<file path="config.mk">
export PLATFORM = sky130hd
export DESIGN_NAME = dlcr_regs
export DESIGN_NICKNAME = d
export VERILOG_FILES = /design/src/pkg/dlcr_pkg.sv /design/src/hw/dlcr_marker_align.sv /design/src/hw/dlcr_regs.sv
export VERILOG_INCLUDE_DIRS = /design/src /design/src/pkg
export SDC_FILE = /design/constraint.sdc
export NUM_CORES = 1
export LEC_CHECK = 0
export BUFFER_PORTS_ARGS = -buffer_cell sky130_fd_sc_hd__clkbuf_2
export CAP_MARGIN = 20
export CORE_MARGIN = 5
export CORE_UTILIZATION = 34
export CTS_BUF_LIST = sky130_fd_sc_hd__clkbuf_16
export DETAILED_ROUTE_END_ITERATION = 7
export PLACE_DENSITY_LB_ADDON = 0.12
export SYNTH_ARGS = -nofsm -noshare
export SYNTH_HDL_FRONTEND = slang
export SYNTH_HIERARCHICAL = 1
export SYNTH_SLANG_ARGS = --single-unit
export TNS_END_PERCENT = 50
</file>
<file path="constraint.sdc">
create_clock -name ref_clk -period 5.7 [get_ports ref_clk]
set_input_delay 0.285 -clock ref_clk [delete_from_list [all_inputs] [get_ports ref_clk]]
set_output_delay 0.285 -clock ref_clk [all_outputs]
set_load 0.01 [all_outputs]
</file>
<file path="src/pkg/dlcr_consts.svh">
// Offsets, field positions, reset values and depths of the dither and link registers
`ifndef DLCR_CONSTS_SVH
`define DLCR_CONSTS_SVH

`define DLCR_ADDR_W 12
`define DLCR_OFF_DITHER 12'h09D
`define DLCR_OFF_LSB 12'h160
`define DLCR_OFF_LINK_EN 12'h200
`define DLCR_OFF_MODE 12'h201
`define DLCR_OFF_MF_LEN 12'h202
`define DLCR_OFF_AUX 12'h20E
`define DLCR_OFF_LOCK 12'h20F

`define DLCR_RST_DITHER 8'h01
`define DLCR_RST_LSB 8'h00
`define DLCR_RST_LINK_EN 8'h01
`define DLCR_RST_MODE 8'h02
`define DLCR_RST_MF_LEN 8'h1F
`define DLCR_RST_AUX 8'h01
`define DLCR_RST_LOCK 8'hFF
`define DLCR_RDATA_NONE 8'h00

`define DLCR_BIT_DITHER_ON 0
`define DLCR_BIT_DITHER_AMP 1
`define DLCR_BIT_ROUND_ERR 2
`define DLCR_BIT_MARKER_EN 0
`define DLCR_BIT_LINK_EN 0
`define DLCR_BIT_CAL_EN 0
`define DLCR_BIT_SYNC_RX 1

`define DLCR_MODE_66_FIRST 8'h10
`define DLCR_K66_MINUS_ONE 8'hFF
`define DLCR_MARK_DEPTH 4
`define DLCR_SAMPLE_W 12
`define DLCR_LSB_12 0
`define DLCR_LSB_8 4
`define DLCR_ILA_CS_W 2

`endif

</file>
<file path="src/pkg/dlcr_pkg.sv">
// Types shared by the dither and link register bank
`default_nettype none

package dlcr_pkg;
    typedef logic [7:0] dlcr_byte_t;
    typedef enum logic [0:0] {
        DLCR_FMT_12BIT = 1'b0,
        DLCR_FMT_8BIT = 1'b1
    } dlcr_fmt_t;
endpackage

`default_nettype wire

</file>
<file path="src/hw/dlcr_marker_align.sv">
// Marker delay line matching the sample pipeline latency
`timescale 1ns/10ps
`default_nettype none
`include "dlcr_consts.svh"

module dlcr_marker_align (
    input wire logic ref_clk,
    input wire logic arst_n,
    input wire logic sample_valid,
    input wire logic marker_in,
    output logic marker_out
);
    logic [`DLCR_MARK_DEPTH-1:0] stage_q;

    // One stage per sample, so marker and sample advance together
    genvar i;
    generate
        for (i = 0; i < `DLCR_MARK_DEPTH; i++)
        begin : g_stage
            always_ff @(posedge ref_clk or negedge arst_n)
            begin
                if (!arst_n)
                    stage_q[i] <= 1'b0;
                else if (sample_valid)
                    stage_q[i] <= (i == 0) ? marker_in : stage_q[(i == 0) ? 0 : i-1];
            end
        end
    endgenerate

    assign marker_out = stage_q[`DLCR_MARK_DEPTH-1];
endmodule // dlcr_marker_align

`default_nettype wire

</file>
<file path="src/hw/dlcr_regs.sv">
// Dither, sample marker and output link configuration registers
//
// The implementer's own choice: the plain strobed port.
`timescale 1ns/10ps
`default_nettype none
`include "dlcr_consts.svh"

// How it works
// - Dither control bit 0 turns dither on; resets to one.
// - Dither control bit 1 picks small (0) or large (1) amplitude.
// - Dither control bit 2 steers rounding error to noise or offset and spurs.
// - Sample control bit 0 puts the marker on each sample LSB; resets off.
// - Marker is delayed exactly like the samples, staying aligned.
// - Marker takes LSB of 8-bit samples or of 12-bit word.
// - Control bits per sample advertised in lane alignment data stays zero.
// - Link enable bit 0 enables the output link; resets to one.
// - Link disabled holds link in reset, serializers down, clocks gated.
// - Link disabled holds multiframe counter reset; SYSREF ignored.
// - Eight-bit link mode register selects output mode; resets to two.
// - Only link modes allowed by the mode lock setting are accepted.
// - Multiframe length register holds frames per multiframe minus one; resets 0x1F.
// - In 64b/66b modes frame count comes from mode, not the register.
module dlcr_regs (
    input wire logic ref_clk,
    input wire logic arst_n,
    input wire logic [`DLCR_ADDR_W-1:0] reg_addr,
    input wire logic [7:0] reg_wdata,
    input wire logic reg_wr,
    input wire logic reg_rd,
    output logic [7:0] reg_rdata,
    input wire logic sync_pin,
    input wire logic sysref_pin,
    input wire logic frame_tick,
    input wire logic sample_valid,
    input wire logic [`DLCR_SAMPLE_W-1:0] sample_in,
    input wire dlcr_pkg::dlcr_fmt_t sample_fmt,
    output logic dither_on,
    output logic dither_amplitude_select,
    output logic rounding_error_select,
    output logic marker_bit_enable,
    output logic sync_receiver_on,
    output logic cal_enable,
    output logic link_subsystem_enable,
    output logic link_hold_reset,
    output logic serializer_power_down,
    output logic link_clock_enable,
    output logic [7:0] link_mode_select,
    output logic [7:0] frames_per_multiframe_minus_one,
    output logic lmfc_boundary,
    output logic [`DLCR_ILA_CS_W-1:0] ila_control_bits,
    output logic sample_out_valid,
    output logic [`DLCR_SAMPLE_W-1:0] sample_out
);
    // ------------------------------------------------------------
    // Register storage
    // ------------------------------------------------------------
    dlcr_pkg::dlcr_byte_t dither_q;
    dlcr_pkg::dlcr_byte_t lsb_q;
    dlcr_pkg::dlcr_byte_t link_en_q;
    dlcr_pkg::dlcr_byte_t mode_q;
    dlcr_pkg::dlcr_byte_t mf_len_q;
    dlcr_pkg::dlcr_byte_t aux_q;
    dlcr_pkg::dlcr_byte_t lock_q;
    logic mode_ok;

    // Modes above the lock value are refused
    assign mode_ok = (reg_wdata <= lock_q);

    always_ff @(posedge ref_clk or negedge arst_n)
    begin
        if (!arst_n)
        begin
            dither_q <= `DLCR_RST_DITHER;
            lsb_q <= `DLCR_RST_LSB;
            link_en_q <= `DLCR_RST_LINK_EN;
            mode_q <= `DLCR_RST_MODE;
            mf_len_q <= `DLCR_RST_MF_LEN;
            aux_q <= `DLCR_RST_AUX;
            lock_q <= `DLCR_RST_LOCK;
        end
        else if (reg_wr)
        begin
            unique case (reg_addr)
                `DLCR_OFF_DITHER: dither_q <= reg_wdata;
                `DLCR_OFF_LSB: lsb_q <= reg_wdata;
                `DLCR_OFF_LINK_EN: link_en_q <= reg_wdata;
                `DLCR_OFF_MODE: if (mode_ok) mode_q <= reg_wdata;
                `DLCR_OFF_MF_LEN: mf_len_q <= reg_wdata;
                `DLCR_OFF_AUX: aux_q <= reg_wdata;
                `DLCR_OFF_LOCK: lock_q <= reg_wdata;
                default: ;
            endcase
        end
    end

    // ------------------------------------------------------------
    // Read port, data in the cycle after the strobe only
    // ------------------------------------------------------------
    always_ff @(posedge ref_clk or negedge arst_n)
    begin
        if (!arst_n)
            reg_rdata <= `DLCR_RDATA_NONE;
        else if (reg_rd)
        begin
            unique case (reg_addr)
                `DLCR_OFF_DITHER: reg_rdata <= dither_q;
                `DLCR_OFF_LSB: reg_rdata <= lsb_q;
                `DLCR_OFF_LINK_EN: reg_rdata <= link_en_q;
                `DLCR_OFF_MODE: reg_rdata <= mode_q;
                `DLCR_OFF_MF_LEN: reg_rdata <= mf_len_q;
                `DLCR_OFF_AUX: reg_rdata <= aux_q;
                `DLCR_OFF_LOCK: reg_rdata <= lock_q;
                default: reg_rdata <= `DLCR_RDATA_NONE;
            endcase
        end
        else
            reg_rdata <= `DLCR_RDATA_NONE;
    end

    // ------------------------------------------------------------
    // Control outputs
    // ------------------------------------------------------------
    logic link_on;
    logic mode_is_66;
    assign link_on = link_en_q[`DLCR_BIT_LINK_EN];
    assign mode_is_66 = (mode_q >= `DLCR_MODE_66_FIRST);

    always_ff @(posedge ref_clk or negedge arst_n)
    begin
        if (!arst_n)
        begin
            dither_on <= 1'b0;
            dither_amplitude_select <= 1'b0;
            rounding_error_select <= 1'b0;
            marker_bit_enable <= 1'b0;
            sync_receiver_on <= 1'b0;
            cal_enable <= 1'b0;
            link_subsystem_enable <= 1'b0;
            link_hold_reset <= 1'b1;
            serializer_power_down <= 1'b1;
            link_clock_enable <= 1'b0;
            link_mode_select <= 8'h00;
            frames_per_multiframe_minus_one <= 8'h00;
            ila_control_bits <= '0;
        end
        else
        begin
            dither_on <= dither_q[`DLCR_BIT_DITHER_ON];
            dither_amplitude_select <= dither_q[`DLCR_BIT_DITHER_AMP];
            rounding_error_select <= dither_q[`DLCR_BIT_ROUND_ERR];
            marker_bit_enable <= lsb_q[`DLCR_BIT_MARKER_EN];
            sync_receiver_on <= aux_q[`DLCR_BIT_SYNC_RX];
            cal_enable <= aux_q[`DLCR_BIT_CAL_EN];
            link_subsystem_enable <= link_on;
            link_hold_reset <= !link_on;
            serializer_power_down <= !link_on;
            link_clock_enable <= link_on;
            link_mode_select <= mode_q;
            frames_per_multiframe_minus_one <= mode_is_66 ? `DLCR_K66_MINUS_ONE : mf_len_q;
            ila_control_bits <= '0;
        end
    end

    // ------------------------------------------------------------
    // Pin synchronisers
    // ------------------------------------------------------------
    logic sync_s1_q;
    logic sync_s2_q;
    logic sysref_s1_q;
    logic sysref_s2_q;
    logic sysref_s3_q;

    always_ff @(posedge ref_clk or negedge arst_n)
    begin
        if (!arst_n)
        begin
            sync_s1_q <= 1'b0;
            sync_s2_q <= 1'b0;
            sysref_s1_q <= 1'b0;
            sysref_s2_q <= 1'b0;
            sysref_s3_q <= 1'b0;
        end
        else
        begin
            sync_s1_q <= sync_pin;
            sync_s2_q <= sync_s1_q;
            sysref_s1_q <= sysref_pin;
            sysref_s2_q <= sysref_s1_q;
            sysref_s3_q <= sysref_s2_q;
        end
    end

    // ------------------------------------------------------------
    // Local multiframe counter
    // ------------------------------------------------------------
    logic sysref_rise;
    logic [7:0] lmfc_cnt_q;
    logic lmfc_wrap;
    // Edges only count while the link runs
    assign sysref_rise = sysref_s2_q && !sysref_s3_q && link_subsystem_enable;
    assign lmfc_wrap = frame_tick && (lmfc_cnt_q == frames_per_multiframe_minus_one);

    always_ff @(posedge ref_clk or negedge arst_n)
    begin
        if (!arst_n)
            lmfc_cnt_q <= 8'h00;
        else if (!link_subsystem_enable)
            lmfc_cnt_q <= 8'h00;
        else if (sysref_rise)
            lmfc_cnt_q <= 8'h00;
        else if (lmfc_wrap)
            lmfc_cnt_q <= 8'h00;
        else if (frame_tick)
            lmfc_cnt_q <= lmfc_cnt_q + 8'h01;
    end

    always_ff @(posedge ref_clk or negedge arst_n)
    begin
        if (!arst_n)
            lmfc_boundary <= 1'b0;
        else
            lmfc_boundary <= link_subsystem_enable && !sysref_rise && lmfc_wrap;
    end

    // ------------------------------------------------------------
    // Marker insertion on the sample LSB
    // ------------------------------------------------------------
    logic marker_src;
    logic marker_dly;
    logic [`DLCR_SAMPLE_W-1:0] sample_mark;
    // Marker is taken from the sync receiver
    assign marker_src = sync_s2_q && sync_receiver_on;

    dlcr_marker_align u_align (
        .ref_clk(ref_clk),
        .arst_n(arst_n),
        .sample_valid(sample_valid),
        .marker_in(marker_src),
        .marker_out(marker_dly)
    );

    always_comb
    begin
        sample_mark = sample_in;
        if (sample_fmt == dlcr_pkg::DLCR_FMT_8BIT)
        begin
            sample_mark[`DLCR_LSB_8-1:0] = '0;
            if (marker_bit_enable)
                sample_mark[`DLCR_LSB_8] = marker_dly;
        end
        else if (marker_bit_enable)
            sample_mark[`DLCR_LSB_12] = marker_dly;
    end

    always_ff @(posedge ref_clk or negedge arst_n)
    begin
        if (!arst_n)
        begin
            sample_out_valid <= 1'b0;
            sample_out <= '0;
        end
        else
        begin
            sample_out_valid <= sample_valid;
            if (sample_valid)
                sample_out <= sample_mark;
        end
    end
endmodule // dlcr_regs

`default_nettype wire

</file>
; ---- Word level (Yosys, flattened, before mapping)
; Index checks and enable logic that the tools add are counted.
[op_classes]
add_sub_neg = 1
n_mul = 0
n_div = 0
n_lt_le_gt_ge = 2
n_eq_ne = 9
shift = 0
muxes = 11
bitwise_logic = 0
n_reduce_logical = 16
[ops]
columns = operator, count
row1 = $eq 12x10->1 const B, 5
row2 = $pmux 8 s7, 1
row3 = $mux 8, 6
row4 = $eq 12x8->1 const B, 1
row5 = $eq 12x9->1 const B, 1
row6 = $reduce_and 2->1, 6
row7 = $add 8x1->8 const B, 1
row8 = $eq 8x8->1, 1
row9 = $ge 8x5->1 const B, 1
row10 = $le 8x8->1, 1
row11 = $logic_and 1x1->1, 6
row12 = $mux 4, 1
row13 = $ne 4x2->1 const B, 1
row14 = $logic_not 1->1, 3
row15 = $mux 1, 3
row16 = $reduce_and 3->1, 1
[word_totals]
register_bits = 119
latch_bits = 0
mem_bits_rw = 0
rom_bits = 0
input_bits = 41
out_inout_bits = 50
memories = 0

; ---- Logic depth before layout (Yosys ltp)
; Gate-level depths: netlist (run 1).
[depth]
word_depth = 6
mapped_depth = 7
ltp_nobuf = 7

; ---- Hierarchy
; The synthesis (run 1) kept the hierarchy.
[modules_own_cells]
columns = mod, instances, cells_per_inst, area_each_um2, seq_area_each_um2
row1 = dlcr_regs, 1, 384, 4918.5, 2900.3
row2 = dlcr_marker_align, 1, 8, 145.1, 100.1

; ---- Least setup slack after synthesis (run 1)
; Ideal clock, no wire load.
[synth_timing]
path_type = register to register
start = reg lock_q[3]
end = reg mode_q[0]
setup_ns = 0.125
arrival_time_ns = 2.152
setup_slack_ns = 3.423
path_stages_with_launch = 7
period_less_slack_ns = 2.277
cell_sequence = dfstp_2 inv_1 ha_1 nand4_1 o31a_1 a311oi_4 mux2_2
[synth_via]
elab_chain_cells = 2
[synth_lines]
columns = item, line
row1 = start: declaration, dlcr_regs.sv:63  ; dlcr_pkg::dlcr_byte_t lock_q;
row2 = start signal: assignment, dlcr_regs.sv:79  ; lock_q <= `DLCR_RST_LOCK;
row3 = start signal: assignment, dlcr_regs.sv:90  ; `DLCR_OFF_LOCK: lock_q <= reg_wdata;
row4 = $le 8x8->1, dlcr_regs.sv:67  ; assign mode_ok = (reg_wdata <= lock_q);
row5 = $reduce_and 3->1 (no source line), --
row6 = end signal: assignment, dlcr_regs.sv:76  ; mode_q <= `DLCR_RST_MODE;
row7 = end signal: assignment, dlcr_regs.sv:87  ; `DLCR_OFF_MODE: if (mode_ok) mode_q <= reg_wdata;
row8 = end: declaration, dlcr_regs.sv:60  ; dlcr_pkg::dlcr_byte_t mode_q;
; Every way passes these cells.
; A chain may end at the register's enable or synchronous reset.

; ---- Worst setup path after layout (run 1)
[layout_timing]
start = reg lock_q[2]
end = reg mode_q[5]
; Same word-level chain as after synthesis.

==> results.toml, run 1 <==
[logic_synthesis]
synth_top_area_share_pct = 49.9
synth_simple_gate_area_share_pct = 10.2
synthFlopType = "dfrtp_1"
synth_compound_area_share_pct = 7.98
synth_fa_ha_area_share_pct = 2.22
synthXorXnorAreaFrac_pct = 2.42
netlist_area_sq_um = 5060
post-synth-top-count-cell = "dfrtp_1"
yosys_register_bits = 119
yosysWarningCount = 6
async_reset_ff_share_pct = 100
avgSynthCellArea_sq_um = 12.9
synth_cells = 392
synthTopCellsByCount = "dfrtp_1, mux2_2, nand2_1"
synthMuxAreaShare_pct = 15.1
ys_types = 41
synth_edf_count = 0
synth_area_leaders = "dfrtp_1, mux2_2, dfstp_2"
ys_seq_area_share_pct = 59.3
synth_area_leader_cell = "dfrtp_1"
synth_top_family_by_area = "multiplexers"

[detailed_routing]
drtAntennaViolNets = 0
via_count = 3443
vias_per_cell = 5.02
drt-total-wl_mm = 12.7
wl_per_cell_microns = 18.5
drc = 0
dr.pass1.iters = 5
drtIter0Drc = 172

[cts]
clk_path_buf_depth = 2
cts.htree.levels = 4
cts.sinks = 119
cts_resized = 0
clk_latency_ns = 0.42
clock_tree.root_cell = "clkbuf_16"
cts_tree = "done"
clk_pin_slew_ns = 0.06
cts_buffers = 17

[sta]
worst_pin_slew_ns = 0.877
maxSlewViolCount = 0
setup-tns-final_ns = 0
slew_headroom_pct = 41.6
rsz0062_at_grt = "no"
holdWs_ns = 0.106
finalCritPeriodShare_pct = 46.1
fin_skew_ns = 0.0101
setup_violations = 0
hold_viol_final = 0
fmax_mhz = 381
period_needed_ns = 2.62
fin_ws_ns = 3.08

[status]
status = "complete, no violations"

[grt]
grt_max_degree = 69
antenna_found_initial = 0
grt_usage_pct = 15.4
grt_first_pass_wirelength_mm = 20.8
grt-ovfl-total = 0
grt_pass1_vias = 3693

[floorplan]
die_w_microns = 132
initial_core_util_pct = 34.7
coreArea_sq_um = 14600
die_h_microns = 132
io-pin-count = 91
rows = 44
dieArea_sq_um = 17400

[layout]
fillCellCount = 1353
drive_above_1_share_pct = 42.4
fin_nets = 539
area_delta_synth_final_pct = 25.5
antennaDiodeCount = 0
fin_cells = 686

[placed_design]
io_buffers = 88
place_ws_ns = 3.07
place_congestion = 0.769
dp_hpwl_mm = 8.82
dp_cells = 651

[critical_path]
cp.required_ns = 6.00
critPathCaptureType = "flop"
path_max_fanout = 8
crit_arrival_ns = 2.92
worstSetupStartpointType = "flop"
worstSetupPathType = "reg2reg"

[pwr]
ir_drop_uv = 216
leakagePower_nw = 3.02
p_per_area_nw_per_um2 = 336

[job]
maxCapViolCount = 0

[hold_path]
min_path_type = "in2reg"
## cell usage in the layout (no fill, tap or decap), types with 4 or more instances in the layout
cell and count:
nor3_1 4, clkbuf_16 17, nor2_1 17, clkbuf_2 87, nand4_1 6, o21ai_0 16
bufinv_16 5, a222oi_1 6, nand3b_1 4, dfrtp_1 101, mux2_2 66, nand2b_1 11
and2_1 5, nand3_1 4, xor2_1 10, ha_1 9, dfstp_2 18, a21oi_1 16
xnor2_1 4, nand2_1 24, inv_1 15, a22oi_1 15
## routing by layer
layer	GRT usage (%)	part of all wire [%]	up-vias	wire length [microns]
met3	4.58	5.4	16	686
met5	0	0	-	0
met4	5.83	1.6	0	207
li1	-	-	1595	-
met2	24.8	48	95	6060
met1	19.7	45	1737	5750
## layout make-up
cell class,count,area [sq um],area share [%]
Clock inverter,15,225,3.55
Sequential cell,119,3000,47.2
Clock buffer,17,425,6.70
Multi-Input combinational cell,243,1930,30.3
Inverter,15,56.3,0.886
Timing Repair Buffer,93,488,7.68
Tap cell,184,230,3.62
## state kept, by name, indices dropped and copies added, names as in the netlist, 3 cells and up
signal and flops:
aux_q 8, dither_q 8, frames_per_multiframe_minus_one 8, link_en_q 8
link_mode_select 8, lmfc_cnt_q 8, lock_q 8, lsb_q 8
mf_len_q 8, mode_q 8, reg_rdata 8, sample_out 12
u_align/stage_q 3
## report_power, final
part           switching (mW)  leakage [nW]  internal, mW
clock                   0.399         0.307         0.777
combinational          0.0598          1.15        0.0335
sequential            0.00638          1.56         0.859
## worst max-delay path: stages (launching register included)
cell	delay, ns
dfstp_2	0.56
inv_1	0.05
ha_1	0.28
nand4_1	0.19
o31a_1	0.37
a311oi_4	0.65
mux2_2	0.41
## per-stage QoR
stage	instance area, sq um	utilization, %	total power, mW
global route	6350	43.5	2.21
floorplan	5070	-	0.916
finish	6350	43.5	2.13
detailed placement	5670	38.9	0.974
CTS	6350	43.5	2.17
global placement	5670	38.9	0.973
## worst paths after layout
path | startpoint | endpoint | slack, ns | cells after the start
worst max-delay path | lock_q[2] | mode_q[5] | 3.08 | 6
min in group asynchronous | arst_n | lmfc_cnt_q[7] | 0.44 | 2
worst min-delay path | sample_in[6] | sample_out[6] | 0.11 | 2
worst min register to register | sysref_s1_q | sysref_s2_q | 0.36 | 0
worst max register to register | lock_q[2] | mode_q[5] | 3.08 | 6
max in group asynchronous | arst_n | mode_q[3] | 3.93 | 3
## kinds of logic after synthesis
kind of cell | after synthesis
AO/OA/AOI/OAI | 59
XOR/XNOR | 14
adder cells (fa/ha/maj) | 9
buffers and inverters | 31
flip-flops | 119
multiplexers | 68
other | 1
AND/OR/NAND/NOR | 91
## what timing repair did
item,4_1_cts,5_1_grt
hold buffers,3,0
setup buffers,0,0
endpoints found under the hold margin,48,0
Note: power is estimated with default switching activity, not from simulation.
==> run 2: changes to the inputs <==
--- a/config.mk
+++ b/config.mk
@@ -6,6 +6,7 @@
 export SDC_FILE = /design/constraint.sdc
 export NUM_CORES = 1
 export LEC_CHECK = 0
+export ABC_AREA = 1
 export BUFFER_PORTS_ARGS = -buffer_cell sky130_fd_sc_hd__clkbuf_2
 export CAP_MARGIN = 20
 export CORE_MARGIN = 5
==> constraint.sdc (replaced) <==
create_clock -name ref_clk -period 2.4 [get_ports ref_clk]
set_input_delay 0.12 -clock ref_clk [delete_from_list [all_inputs] [get_ports ref_clk]]
set_output_delay 0.12 -clock ref_clk [all_outputs]
set_load 0.01 [all_outputs]
==> run 2 against run 1 <==
Effect of this change: critical path depth is 4 higher; power is 130% higher; sequential share of layout area is 4.1 points lower; design area is 9.4% higher; combinational power grew to 3.0 times the previous value; hold slack worse by 0.078 ns; sequential power is 140% higher; critical path type unchanged; fmax is 39% higher; register-to-register slack worse by 2.6 ns; synthesized cell count is 59% higher.
==> results.toml, run 2 <==
[critical_path]
path_max_fanout = 9
cp.required_ns = 2.70
critPathCaptureType = "flop"
worstSetupPathType = "reg2reg"
crit_arrival_ns = 2.20
worstSetupStartpointType = "flop"
reg2regPathDepth = 10

[layout]
fin_area_sq_um = 6950
fillCellCount = 1594
largest_reg_flops = 12
postLayoutCoreUtil_pct = 44.1
fin_nets = 799
regArea_sq_um = 3000
fin_cells = 978
drive_above_1_share_pct = 24.9
regMostFlops = "sample_out"
layout_common_cells = "nand2_1, dfrtp_1, clkbuf_2, inv_1, nand3_1"
final_common_cell = "nand2_1"
antennaDiodeCount = 0
area_delta_synth_final_pct = 27.9
multi_input_area_sq_um = 2060

[cts]
cts_tree = "done"
cts_buffers = 17
clk_pin_slew_ns = 0.06
post_cts_buffers = 0
clk_latency_ns = 0.42
cts.htree.levels = 4
clk_path_buf_depth = 2
clock_tree.root_cell = "clkbuf_16"
cts.sinks = 119
cts_resized = 0
hold_buffers = 23

[logic_synthesis]
async_reset_ff_share_pct = 100
yosys_register_bits = 119
synth_area_leader_cell = "dfrtp_1"
avgSynthCellArea_sq_um = 8.70
synth_edf_count = 0
synth_cells = 624
netlist_area_sq_um = 5430
synth_top_area_share_pct = 46.5
yosysWarningCount = 6
synthTopCellsByCount = "nand2_1, dfrtp_1, inv_1"
synthFlopType = "dfrtp_1"
post-synth-top-count-cell = "nand2_1"
ys_types = 36
ys_seq_area_share_pct = 55.2
synth_area_leaders = "dfrtp_1, nand2_1, dfstp_2"

[placed_design]
place_congestion = 0.870
io_buffers = 88
dp_cells = 923
dp_hpwl_mm = 10.8
place_area_sq_um = 6120
place_ws_ns = 0.534

[pwr]
clock_power_share_pct = 52.4
intPower_mw = 3.77
seqPwrFrac_pct = 41.9
netSwitchingPower_mw = 1.12
leakagePower_nw = 3.52
switching_share_pct = 23.0
p_per_area_nw_per_um2 = 705
power_frac_comb_pct = 5.6
ir_drop_uv = 476
p_total_mw = 4.90

[sta]
period_needed_ns = 1.89
holdWs_ns = 0.0280
setup_violations = 0
setup-tns-final_ns = 0
fmax_mhz = 529
rsz0062_at_grt = "no"
finalCritPeriodShare_pct = 78.8
slew_headroom_pct = 62.5
hold_viol_final = 0
maxSlewViolCount = 0
worst_pin_slew_ns = 0.563
fin_skew_ns = 0.00769
fin_ws_ns = 0.508

[hold_path]
min_path_type = "in2reg"
min_path_cells = 1

[floorplan]
coreArea_sq_um = 15800
dieArea_sq_um = 18600
die_w_microns = 136
rows = 46
io-pin-count = 91
initial_core_util_pct = 34.4
die_h_microns = 136

[grt]
antenna_found_initial = 0
grt_pass1_vias = 4389
grt_first_pass_wirelength_mm = 23.2
grt_max_degree = 43
grt-ovfl-total = 0
grt_usage_pct = 16.4

[detailed_routing]
drtAntennaViolNets = 0
vias_per_cell = 4.52
drc = 0
via_count = 4421
dr.pass1.iters = 6
drtIter0Drc = 304
drt-total-wl_mm = 14.3
wl_per_cell_microns = 14.6

[job]
maxCapViolCount = 0

[status]
status = "complete, no violations"
[run 2: routing by layer]
metal  track usage, %  up-vias  wire length, microns
met5                0        -                     0
met4             6.10        0                   241
met3             4.48       24                   805
met2             25.0      110                  6420
met1             22.3     2043                  6850
li1                 -     2244                     -
[run 2: cell type report]
type / count / area share (%)
sequential: 119 / 43.2
multi-input combinational: 420 / 29.7
timing repair buffer: 118 / 10.6
clock buffer: 17 / 6.12
inverter: 73 / 3.94
tap: 216 / 3.89
clock inverter: 15 / 2.56
[run 2: final timing paths]
kind / startpoint / endpoint / slack [ns]
worst max-delay path: lock_q[5] / mode_q[4] / 0.51
worst min-delay path: sample_valid / sample_out_valid / 0.03
worst max register to register: lock_q[5] / mode_q[4] / 0.51
worst min register to register: sysref_s1_q / sysref_s2_q / 0.35
max in group asynchronous: arst_n / mode_q[1] / 1.45
min in group asynchronous: arst_n / cal_enable / 0.25
[run 2: critical path, cell delays in order (launching register included)]
cell	delay, ns
dfstp_2	0.54
inv_1	0.04
ha_1	0.28
a21oi_1	0.15
nor2_1	0.05
nor3_1	0.12
nand2_1	0.07
nand2_1	0.26
nand2_4	0.13
nand2_1	0.08
nand2_1	0.05
[run 2: kinds of logic after synthesis]
family	after synthesis	synth area share, %
flops	119	55.2
xor+xnor	6	0.968
fa+ha+maj	9	2.07
buf+inv	86	6.84
other cells	1	0.0690
compound gates	74	8.29
simple gates	329	26.5
[run 2: power by group through the flow]
stage               logic [mW]  registers [mW]  clock network [mW]
floorplan               0.0941            2.10                   0
global placement         0.248            2.09                   0
detailed placement       0.250            2.09                   0
CTS                      0.281            2.05                2.64
global route             0.312            2.06                2.73
finish                   0.276            2.05                2.57
